[src/rtl/fpr_defs.svh]
// Constants for the floating-point rounding control block
// Assumes byte offsets on a 4-bit register address
`ifndef FPR_DEFS_SVH
`define FPR_DEFS_SVH

`define FPR_ADDR_W      4
`define FPR_ADDR_SCW    4'h0
`define FPR_ADDR_SSW    4'h4
`define FPR_ADDR_SIMD   4'h8
`define FPR_ADDR_XPTR   4'hc

`define FPR_SCW_RND_LO  10
`define FPR_SCW_RND_HI  11
`define FPR_SIMD_RND_LO 13
`define FPR_SIMD_RND_HI 14
`define FPR_SCW_IM      0
`define FPR_SIMD_IM     7
`define FPR_FLG_IE      0
`define FPR_FLG_INX     5

`define FPR_SCW_RST     16'h003f
`define FPR_SSW_RST     16'h0000
`define FPR_SIMD_RST    32'h00001f80

`define FPR_QB_SGL      6'h16
`define FPR_QB_DBL      6'h33
`define FPR_QB_EXT      6'h3e
`define FPR_TOP_SGL     7'h18
`define FPR_TOP_DBL     7'h35
`define FPR_TOP_EXT     7'h40

`endif

[src/rtl/fpr_pkg.sv]
// Types for the floating-point rounding control block
// Mode enum order matches the 2-bit control field encoding
package fpr_pkg;
  typedef enum logic [1:0] {FPR_RNE, FPR_RDN, FPR_RUP, FPR_RTZ} fpr_rmode_t;
  typedef enum logic {FPR_SCALAR, FPR_SIMD} fpr_unit_t;
  typedef enum logic [1:0] {FPR_ARITH, FPR_CMP, FPR_TRUNC} fpr_kind_t;
  typedef enum logic [1:0] {FPR_SGL, FPR_DBL, FPR_EXT} fpr_fmt_t;
endpackage

[src/rtl/fpr_round_core.sv]
// Rounding decision from mode, sign, lsb and guard/round/sticky bits
// Purely combinational; the caller registers the result
`timescale 1ns/1ps
module fpr_round_core
  import fpr_pkg::*;
(
  input  wire fpr_pkg::fpr_rmode_t i_mode,
  input  wire logic                i_sign,
  input  wire logic                i_lsb,
  input  wire logic                i_grd,
  input  wire logic                i_rnd,
  input  wire logic                i_stk,
  output logic                     o_inc,
  output logic                     o_inexact
);
  import fpr_pkg::*;

  logic below_half;

  // Any bit below the lsb means the exact value is not representable
  assign o_inexact  = i_grd | i_rnd | i_stk;
  assign below_half = i_rnd | i_stk;

  always_comb
  begin
    o_inc = 1'b0;
    unique case (i_mode)
      FPR_RNE: o_inc = i_grd & (below_half | i_lsb);
      FPR_RDN: o_inc = i_sign & o_inexact;
      FPR_RUP: o_inc = ~i_sign & o_inexact;
      FPR_RTZ: o_inc = 1'b0;
    endcase
  end
endmodule

[src/rtl/fpr_top.sv]
// Rounding, precision flag and NaN handling for the scalar and SIMD units
// Result is sign-magnitude, right aligned, with guard/round/sticky given
// by the arithmetic stage; one cycle from request to answer
`timescale 1ns/1ps
`include "fpr_defs.svh"

module fpr_top
  import fpr_pkg::*;
(
  input  wire logic                   i_ref_clk,
  input  wire logic                   i_sys_rst,
  input  wire logic [`FPR_ADDR_W-1:0] i_addr,
  input  wire logic [31:0]            i_wdata,
  input  wire logic                   i_wr,
  input  wire logic                   i_rd,
  output logic      [31:0]            o_rdata,
  input  wire logic                   i_op_valid,
  input  wire fpr_pkg::fpr_unit_t     i_op_unit,
  input  wire fpr_pkg::fpr_kind_t     i_op_kind,
  input  wire fpr_pkg::fpr_fmt_t      i_op_fmt,
  input  wire logic                   i_op_nan,
  input  wire logic                   i_op_invalid,
  input  wire logic [31:0]            i_opnd_addr,
  input  wire logic                   i_res_sign,
  input  wire logic [63:0]            i_res_keep,
  input  wire logic                   i_res_grd,
  input  wire logic                   i_res_rnd,
  input  wire logic                   i_res_stk,
  output logic                        o_res_valid,
  output logic                        o_res_sign,
  output logic      [63:0]            o_res_sig,
  output logic                        o_res_carry,
  output logic                        o_res_nan,
  output logic                        o_res_inexact,
  output logic                        o_trap
);
  import fpr_pkg::*;

  logic [15:0] scw_reg;
  logic [15:0] ssw_reg;
  logic [31:0] simd_fp_ctrl_stat_reg;
  logic [31:0] xptr_reg;
  fpr_fmt_t    res_fmt_reg;

  fpr_rmode_t  round_select_field;
  fpr_rmode_t  scalar_rsel;
  fpr_rmode_t  simd_rsel;
  logic        rnd_inc;
  logic        rnd_inexact;
  logic        inv_masked;
  logic        is_snan;
  logic        nan_path;
  logic        inv_hit;
  logic        trap_next;
  logic        round_path;
  logic        inexact_hit;
  logic [64:0] rnd_sum;
  logic [63:0] qbit_mask;

  function automatic logic [5:0] quiet_pos(input fpr_fmt_t f);
    unique case (f)
      FPR_SGL: quiet_pos = `FPR_QB_SGL;
      FPR_DBL: quiet_pos = `FPR_QB_DBL;
      default: quiet_pos = `FPR_QB_EXT;
    endcase
  endfunction

  function automatic logic [6:0] carry_pos(input fpr_fmt_t f);
    unique case (f)
      FPR_SGL: carry_pos = `FPR_TOP_SGL;
      FPR_DBL: carry_pos = `FPR_TOP_DBL;
      default: carry_pos = `FPR_TOP_EXT;
    endcase
  endfunction

  // Each unit reads only its own field
  assign scalar_rsel = fpr_rmode_t'(scw_reg[`FPR_SCW_RND_HI:`FPR_SCW_RND_LO]);
  assign simd_rsel   = fpr_rmode_t'(simd_fp_ctrl_stat_reg[`FPR_SIMD_RND_HI:`FPR_SIMD_RND_LO]);

  always_comb
  begin
    round_select_field = (i_op_unit == FPR_SCALAR) ? scalar_rsel : simd_rsel;
    if (i_op_kind == FPR_TRUNC)
    begin
      round_select_field = FPR_RTZ;
    end
  end

  fpr_round_core u_round (
    .i_mode    (round_select_field),
    .i_sign    (i_res_sign),
    .i_lsb     (i_res_keep[0]),
    .i_grd     (i_res_grd),
    .i_rnd     (i_res_rnd),
    .i_stk     (i_res_stk),
    .o_inc     (rnd_inc),
    .o_inexact (rnd_inexact)
  );

  assign qbit_mask   = 64'h1 << quiet_pos(i_op_fmt);
  assign is_snan     = i_op_nan & ~|(i_res_keep & qbit_mask);
  assign inv_masked  = (i_op_unit == FPR_SCALAR) ? scw_reg[`FPR_SCW_IM] : simd_fp_ctrl_stat_reg[`FPR_SIMD_IM];
  assign nan_path    = i_op_nan | i_op_invalid;
  assign inv_hit     = i_op_valid & (is_snan | i_op_invalid);
  assign trap_next   = inv_hit & ~inv_masked;
  // Compares and NaNs bypass rounding entirely
  assign round_path  = (i_op_kind != FPR_CMP) & ~nan_path;
  assign inexact_hit = i_op_valid & round_path & rnd_inexact;
  assign rnd_sum     = {1'b0, i_res_keep} + {64'h0, rnd_inc & round_path};

  // Result stage; a trapping operation delivers nothing
  always_ff @(posedge i_ref_clk or posedge i_sys_rst)
  begin
    if (i_sys_rst)
    begin
      o_res_valid   <= 1'b0;
      o_res_sign    <= 1'b0;
      o_res_sig     <= 64'h0;
      o_res_carry   <= 1'b0;
      o_res_nan     <= 1'b0;
      o_res_inexact <= 1'b0;
      res_fmt_reg   <= FPR_SGL;
    end
    else
    begin
      o_res_valid   <= i_op_valid & ~trap_next;
      o_res_inexact <= inexact_hit;
      o_res_nan     <= i_op_valid & nan_path;
      res_fmt_reg   <= i_op_fmt;
      if (i_op_valid)
      begin
        if (i_op_nan)
        begin
          // Payload kept, quiet bit forced so no signaling NaN escapes
          o_res_sign  <= i_res_sign;
          o_res_sig   <= i_res_keep | qbit_mask;
          o_res_carry <= 1'b0;
        end
        else if (i_op_invalid)
        begin
          o_res_sign  <= 1'b1;
          o_res_sig   <= qbit_mask;
          o_res_carry <= 1'b0;
        end
        else
        begin
          o_res_sign  <= i_res_sign;
          o_res_sig   <= rnd_sum[63:0];
          o_res_carry <= rnd_sum[carry_pos(i_op_fmt)];
        end
      end
    end
  end

  // Trap pulse and address of the offending operand
  always_ff @(posedge i_ref_clk or posedge i_sys_rst)
  begin
    if (i_sys_rst)
    begin
      o_trap   <= 1'b0;
      xptr_reg <= 32'h0;
    end
    else
    begin
      o_trap <= trap_next;
      if (trap_next)
      begin
        xptr_reg <= i_opnd_addr;
      end
    end
  end

  // Scalar control word
  always_ff @(posedge i_ref_clk or posedge i_sys_rst)
  begin
    if (i_sys_rst)
    begin
      scw_reg <= `FPR_SCW_RST;
    end
    else if (i_wr && i_addr == `FPR_ADDR_SCW)
    begin
      scw_reg <= i_wdata[15:0];
    end
  end

  // Scalar status: write one to clear, a same-cycle event wins
  always_ff @(posedge i_ref_clk or posedge i_sys_rst)
  begin
    if (i_sys_rst)
    begin
      ssw_reg <= `FPR_SSW_RST;
    end
    else
    begin
      if (i_wr && i_addr == `FPR_ADDR_SSW)
      begin
        ssw_reg <= ssw_reg & ~i_wdata[15:0];
      end
      if (inexact_hit && i_op_unit == FPR_SCALAR)
      begin
        ssw_reg[`FPR_FLG_INX] <= 1'b1;
      end
      if (inv_hit && i_op_unit == FPR_SCALAR)
      begin
        ssw_reg[`FPR_FLG_IE] <= 1'b1;
      end
    end
  end

  // SIMD control/status: plain write, hardware flag sets win
  always_ff @(posedge i_ref_clk or posedge i_sys_rst)
  begin
    if (i_sys_rst)
    begin
      simd_fp_ctrl_stat_reg <= `FPR_SIMD_RST;
    end
    else
    begin
      if (i_wr && i_addr == `FPR_ADDR_SIMD)
      begin
        simd_fp_ctrl_stat_reg <= i_wdata;
      end
      if (inexact_hit && i_op_unit == FPR_SIMD)
      begin
        simd_fp_ctrl_stat_reg[`FPR_FLG_INX] <= 1'b1;
      end
      if (inv_hit && i_op_unit == FPR_SIMD)
      begin
        simd_fp_ctrl_stat_reg[`FPR_FLG_IE] <= 1'b1;
      end
    end
  end

  // Read data stands only in the cycle after the read strobe
  always_ff @(posedge i_ref_clk or posedge i_sys_rst)
  begin
    if (i_sys_rst)
    begin
      o_rdata <= 32'h0;
    end
    else if (i_rd)
    begin
      unique case (i_addr)
        `FPR_ADDR_SCW:  o_rdata <= {16'h0, scw_reg};
        `FPR_ADDR_SSW:  o_rdata <= {16'h0, ssw_reg};
        `FPR_ADDR_SIMD: o_rdata <= simd_fp_ctrl_stat_reg;
        `FPR_ADDR_XPTR: o_rdata <= xptr_reg;
        default:        o_rdata <= 32'h0;
      endcase
    end
    else
    begin
      o_rdata <= 32'h0;
    end
  end
endmodule

[config.mk]
export PLATFORM = sky130hd
export DESIGN_NAME = fpr_top
export DESIGN_NICKNAME = d
export VERILOG_FILES = /design/src/rtl/fpr_pkg.sv /design/src/rtl/fpr_round_core.sv /design/src/rtl/fpr_top.sv
export VERILOG_INCLUDE_DIRS = /design/src /design/src/rtl
export SDC_FILE = /design/constraint.sdc
export NUM_CORES = 1
export LEC_CHECK = 0
export BUFFER_PORTS_ARGS = -buffer_cell sky130_fd_sc_hd__clkbuf_2
export CORE_MARGIN = 2
export CORE_UTILIZATION = 45
export DETAILED_ROUTE_END_ITERATION = 12
export HOLD_SLACK_MARGIN = 0.1
export PLACE_DENSITY = 0.68
export SYNTH_ARGS = -nofsm -noshare
export SYNTH_HDL_FRONTEND = slang
export SYNTH_SLANG_ARGS = --single-unit
[constraint.sdc]
create_clock -name i_ref_clk -period 11.9 [get_ports i_ref_clk]
set_clock_uncertainty 0.05 [all_clocks]
set_input_delay 3.57 -clock i_ref_clk [delete_from_list [all_inputs] [get_ports i_ref_clk]]
set_output_delay 3.57 -clock i_ref_clk [all_outputs]
set_load 0.1 [all_outputs]
Yosys cells after proc, flatten, opt, wreduce, memory -nomap -nowiden --
Index checks and enable logic that the tools add are counted.
Storage, ports and cells: flip-flop bits (word level) 198, input port bits 148, output and inout bits 102, logic and storage cells 96
Operators by class: add/sub/neg operators 1, order comparisons 1, equal/unequal tests 9, shift operators 1, muxes and demuxes 25, bitwise operators 27, reductions and logical operators 16
Operators by type and width (count):
- 64-bit two-way mux | 2
- 32-bit one-hot mux with 4 select lines | 1
- 64-bit by 1-bit adder with 65-bit output | 1
- 64-bit bitwise AND | 1
- 64-bit OR | 1
- 64-bit OR reduction | 1
- 1-bit by 6-bit left shift with 64-bit output, first input constant | 1
- 32-bit two-way mux | 1
- 7-bit two-way mux | 3
- 16-bit bitwise AND | 1
- 16-bit NOT | 1
- 7-bit one-hot mux with 2 select lines | 1
- 1-bit bitwise AND | 12
- 6-bit two-way mux | 2
- 6-bit one-hot mux with 2 select lines | 1
- 1-bit two-way mux | 10
- 4-bit equality test, second input constant | 2
- 7-bit by 8-bit less-than comparator with 1-bit output, second input constant | 1
- 2-bit nonzero test | 4
- 1-bit binary-select mux with 7-bit select | 1
- 1-bit logical AND | 7
- 2-bit equality test, second input constant | 3
- 1-bit OR | 6
- 1-bit NOT | 5
- other kinds (8) | 11

Logic depth before layout (Yosys ltp) --
depth after elaboration 12, gate-level depth with buffers 16

Cells and area by module --
From an unflattened synthesis, not the netlist that was laid out.
Unflattened totals: cells, all modules 838, area, all modules 9268.9 sq um
Modules (own cells, without submodules):
- fpr_top | instances 1, cells an instance 827, area an instance 9186.3 sq um
- fpr_round_core | instances 1, cells an instance 11, area an instance 82.6 sq um

Worst setup path after synthesis --
No wires, ideal clock.
path type in2reg, start input i_op_unit, end register o_res_sig[27], arrival 6631 ps, required time 11721 ps, slack 5090 ps, stages on the path 14, buffers on the path 1, cells stage by stage clkbuf_1 -> nor2b_1 -> a211oi_1 -> ha_1 -> nor3_1 -> o21ai_0 -> a211oi_1 -> ha_1 -> nand2_1 -> nor3_2 -> nand3_4 -> or4_4 -> xor2_1 -> o2bb2ai_2
Between the ends: word-level cells in the longest chain between the ends 8, elaborated cells between the ends (all ways) 11
RTL lines:
- start, declared | line fpr_top.sv:18 | input wire fpr_pkg::fpr_unit_t i_op_unit,
- 2-bit two-way mux (*) | line fpr_top.sv:82 | round_select_field = (i_op_unit == FPR_SCALAR) ? scalar_rsel : simd_rsel;
- 2-bit two-way mux (*) | line fpr_top.sv:83 | if (i_op_kind == FPR_TRUNC)
- 2-bit equality test, or another cell as far along | line fpr_round_core.sv:27 | unique case (i_mode)
- 1-bit one-hot mux with 4 select lines (*) | line fpr_round_core.sv:27
- 1-bit bitwise AND (*) | line fpr_top.sv:109 | assign rnd_sum = {1'b0, i_res_keep} + {64'h0, rnd_inc & round_path};
- 64-bit by 1-bit adder with 65-bit output (*) | line fpr_top.sv:109
- 64-bit two-way mux (*) | line fpr_top.sv:139 | else if (i_op_invalid)
- 64-bit two-way mux (*) | line fpr_top.sv:132 | if (i_op_nan)
- end signal, assigned | line fpr_top.sv:136 | o_res_sig <= i_res_keep | qbit_mask;
- end signal, assigned | line fpr_top.sv:142 | o_res_sig <= qbit_mask;
- end signal, assigned | line fpr_top.sv:148 | o_res_sig <= rnd_sum[63:0];
- end, declared | line fpr_top.sv:31 | output logic [63:0] o_res_sig,
Mark *: on every way between the ends. The rest lies on a longest branch, timed or not. A chain may end at the register's enable or synchronous reset.

Final worst setup path --
start input i_op_kind[1], end register o_res_sig[27]
Between the ends: word-level cells in the longest chain between the ends 8, elaborated cells between the ends (all ways) 13
RTL lines:
- start, declared | line fpr_top.sv:19 | input wire fpr_pkg::fpr_kind_t i_op_kind,
- 2-bit equality test | line fpr_top.sv:83
- 2-bit two-way mux | line fpr_top.sv:83
- 2-bit equality test, or another cell as far along | line fpr_round_core.sv:27
- 1-bit one-hot mux with 4 select lines | line fpr_round_core.sv:27
- 1-bit bitwise AND (*) | line fpr_top.sv:109
- 64-bit by 1-bit adder with 65-bit output (*) | line fpr_top.sv:109
- 64-bit two-way mux (*) | line fpr_top.sv:139
- 64-bit two-way mux (*) | line fpr_top.sv:132
Marked as above.

==> run_results.csv <==
group,metric,value,unit
worst_setup_path,arrival,7.17,ns
worst_setup_path,path_cells,"clkbuf_2 > nor2b_1 > a211oi_1 > ha_1 > nor3_1 > o21ai_0 > a211oi_1 > ha_1 > nand2_1 > nor3_2 > buf_4 > nand3_4 > or4_4 > xor2_1 > o2bb2ai_2",
sta,worst_slew_pin_slew,0.992,ns
sta,layout_worst_path_cycle_share,58.1,%
grt,grt_pass1_wl,40200,µm
power,ir_drop,0.0973,mV
clock_network,post_cts_buffers,0,
worst_setup_path,max_stage_delay,0.62,ns
detailed_routing,wire_per_inst,18.9,µm
final_layout,final_common_cell,"clkbuf_2",
worst_setup_path,cpMaxStageDelayCell,"or4_4",
final_layout,area_delta_synth_final,22.3,%
hold_path,holdCritPathClass,"register to register",
sta,setup_tns,0,ns
worst_setup_path,crit_path_end_kind,"register",
worst_setup_path,crit_required,12.16,ns
detailed_routing,antenna_left,0,
synth,synth_ff_type,"dfrtp_1",
synth,synth-warning-count,0,
sta,report.final.slew_viol_count,0,
power,swShare,34.4,%
detailed_routing,wl_met3,1550,µm
clock_network,cts_buffer_depth,2,
detailed_routing,met1_length,11200,µm
synth,syn_area_per_cell,11.7,µm²
synth,synth-seq-cells,198,
place,globalplace.congestion,0.827,
final_layout,largest_reg_flops,64,
floorplan,core,20400,µm²
final_layout,regMostFlops,"o_res_sig",
detailed_routing,top_layer_used,"met4",
clock_network,cts_root_buf,"clkbuf_16",
sta,hold_viol_final,0,
final_layout,num_antenna_cells,0,
sta,rsz0062_at_grt,"no",
place,io_buffer_count,249,
power,p_total,0.00181,W
grt,antenna_found_initial,0,
clock_network,clk_pin_slew_worst_paths,0.07,ns
worst_setup_path,start_kind,"input pin",
worst_setup_path,crit_fanout,27,
clock_network,htree_levels,4,
floorplan,die_w,148,µm
detailed_routing,drtIter0Drc,387,
grt,grt_start_max_net_pins,123,
clock_network,cts_resized,0,
synth,yosysSeqAreaShare,53.0,%
power,p_clk_share,32.7,%
synth,syn_nets,956,
final_layout,layout_common_cells,"clkbuf_2, dfrtp_1, mux2_2",
clock_network,cts_sinks,198,
synth,netlist_instances,804,
grt,grt-ovfl-total,0,
power,intPower,0.00119,W
final_layout,final-instance-count-excl-fill,1321,
synth,synthArstFlopShare,100,%
detailed_routing,firstDrtPassIters,5,
sta,max_clock_freq,145,MHz
power,total_leakage_power,5.06,nW
synth,synth_cell_types,67,
synth,netlist_area,9380,µm²
floorplan,start_util,46.1,%
place,dp_hpwl,17400,µm
run,maxCapViolations,0,
final_layout,final_nets,1190,
synth,synth_enable_flop_cells,0,
detailed_routing,met2WireLength,11900,µm
sta,setup_violations,0,
worst_setup_path,path_class,"input pin to register",
detailed_routing,vias_per_cell,5.56,
power,p_per_area,158,nW/µm²
clock_network,cts_buffers,17,
power,power.share.sequential,45.0,%
final_layout,drive_gt1_share,39.6,%
grt,track_usage,23.1,%
detailed_routing,vias,7342,
floorplan,die_height,148,µm
floorplan,row_count,52,
power,p_comb_share,22.3,%
run_status,status,"completed",
place,dp_cells,1289,
clock_network,hold_buffers,0,
clock_network,clkLatencyLatePin,0.43,ns
grt,grt_pass1_vias,7419,
clock_network,cts_tree,"done",
detailed_routing,drt-total-wl,25000,µm
sta,period_needed,6.92,ns
floorplan,die-area,22000,µm²
detailed_routing,drc,0,
floorplan,io_pins,250,
power,switchingPower,0.000623,W
sta,relSlewSlack,33.9,%
[critical path: cells and delay by family]
kind,cells,cell delay [ns]
AO/OA/AOI/OAI,4,0.86
XOR/XNOR,1,0.17
adder cells (fa/ha/maj),2,0.58
buffers and inverters,2,0.31
AND/OR/NAND/NOR,6,1.67
[stage by stage]
| stage | instance area [µm²] | hold slack (ns) | utilization (%) | setup slack, ns |
|---|---|---|---|---|
| 2_1_floorplan | 9380 | 0.398 | - | 2.90 |
| 3_3_place_gp | 10900 | 0.411 | 53.3 | 4.62 |
| 3_5_place_dp | 10900 | 0.424 | 53.3 | 4.52 |
| 4_1_cts | 11500 | 0.444 | 56.3 | 4.98 |
| 5_1_grt | 11500 | 0.455 | 56.3 | 4.65 |
| 6_report | 11500 | 0.439 | 56.3 | 4.98 |
[Yosys cell counts, types with 6 or more instances]
cell type | instances | area (µm²)
nor4_1 | 11 | 68.8
dfstp_2 | 12 | 315
a22oi_1 | 50 | 375
o2bb2ai_1 | 50 | 438
xor2_1 | 16 | 140
dfrtp_1 | 186 | 4650
a21boi_0 | 14 | 105
xnor2_1 | 41 | 359
inv_1 | 16 | 60.1
o21ai_0 | 10 | 50.1
mux2_2 | 79 | 890
clkbuf_1 | 32 | 120
nand3_1 | 23 | 115
nor2_1 | 52 | 195
nand4_1 | 17 | 106
nor4_2 | 6 | 75.1
nand2_1 | 50 | 188
nor3_1 | 23 | 115
a21oi_1 | 25 | 125
[logic make-up (layout without fill, tap and decap cells)]
group                    count (synthesis)  after routing  share of synthesized area, %
flip-flops                             198            198                          53.0
XOR/XNOR                                57             57                          5.32
AND/OR/NAND/NOR                        226            226                          14.0
adder cells (fa/ha/maj)                  4              4                         0.534
AO/OA/AOI/OAI                          175            175                          14.2
multiplexers                            83             83                          9.91
buffers and inverters                   61            308                          2.99
[final timing paths]
check	from	to	slack (ns)	cells past startpoint
setup reg to reg	scw_reg[10]$_DFFE_PP0P_	o_res_sig[27]$_DFFE_PP0P_	7.85	14
setup / recovery	i_op_kind[1]	o_res_sig[27]$_DFFE_PP0P_	4.98	15
hold reg to reg	o_res_sig[29]$_DFFE_PP0P_	o_res_sig[29]$_DFFE_PP0P_	0.44	1
max in group asynchronous	i_sys_rst	o_res_nan$_DFF_PP0_	7.07	3
hold / removal	o_res_sig[29]$_DFFE_PP0P_	o_res_sig[29]$_DFFE_PP0P_	0.44	1
min in group asynchronous	i_sys_rst	o_rdata[27]$_DFF_PP0_	3.21	2
[power groups by stage]
stage / clock [W] / sequential (W) / combinational, W
after floorplan: 0 / 0.000988 / 0.000140
after global routing: 0.000635 / 0.000827 / 0.000431
after CTS: 0.000606 / 0.000816 / 0.000408
after detailed placement: 0 / 0.000828 / 0.000407
final: 0.000593 / 0.000816 / 0.000405
after global placement: 0 / 0.000826 / 0.000402
[cell type report]
cell class                 count  area (µm²)
inverter                      16        67.6
sequential                   198        4970
clock inverter                13         160
fill                        1814        8900
clock buffer                  19         443
tap                          270         338
multi-input combinational    545        4160
timing repair buffer         260        1330
[routing by layer]
metal | vias to the layer above | GRT usage [%]
met2 | 218 | 37.5
li1 | 3425 | -
met3 | 30 | 5.71
met4 | 0 | 6.00
met1 | 3669 | 31.4
met5 | - | 0
No activity file was read; power rests on OpenSTA's default activity.
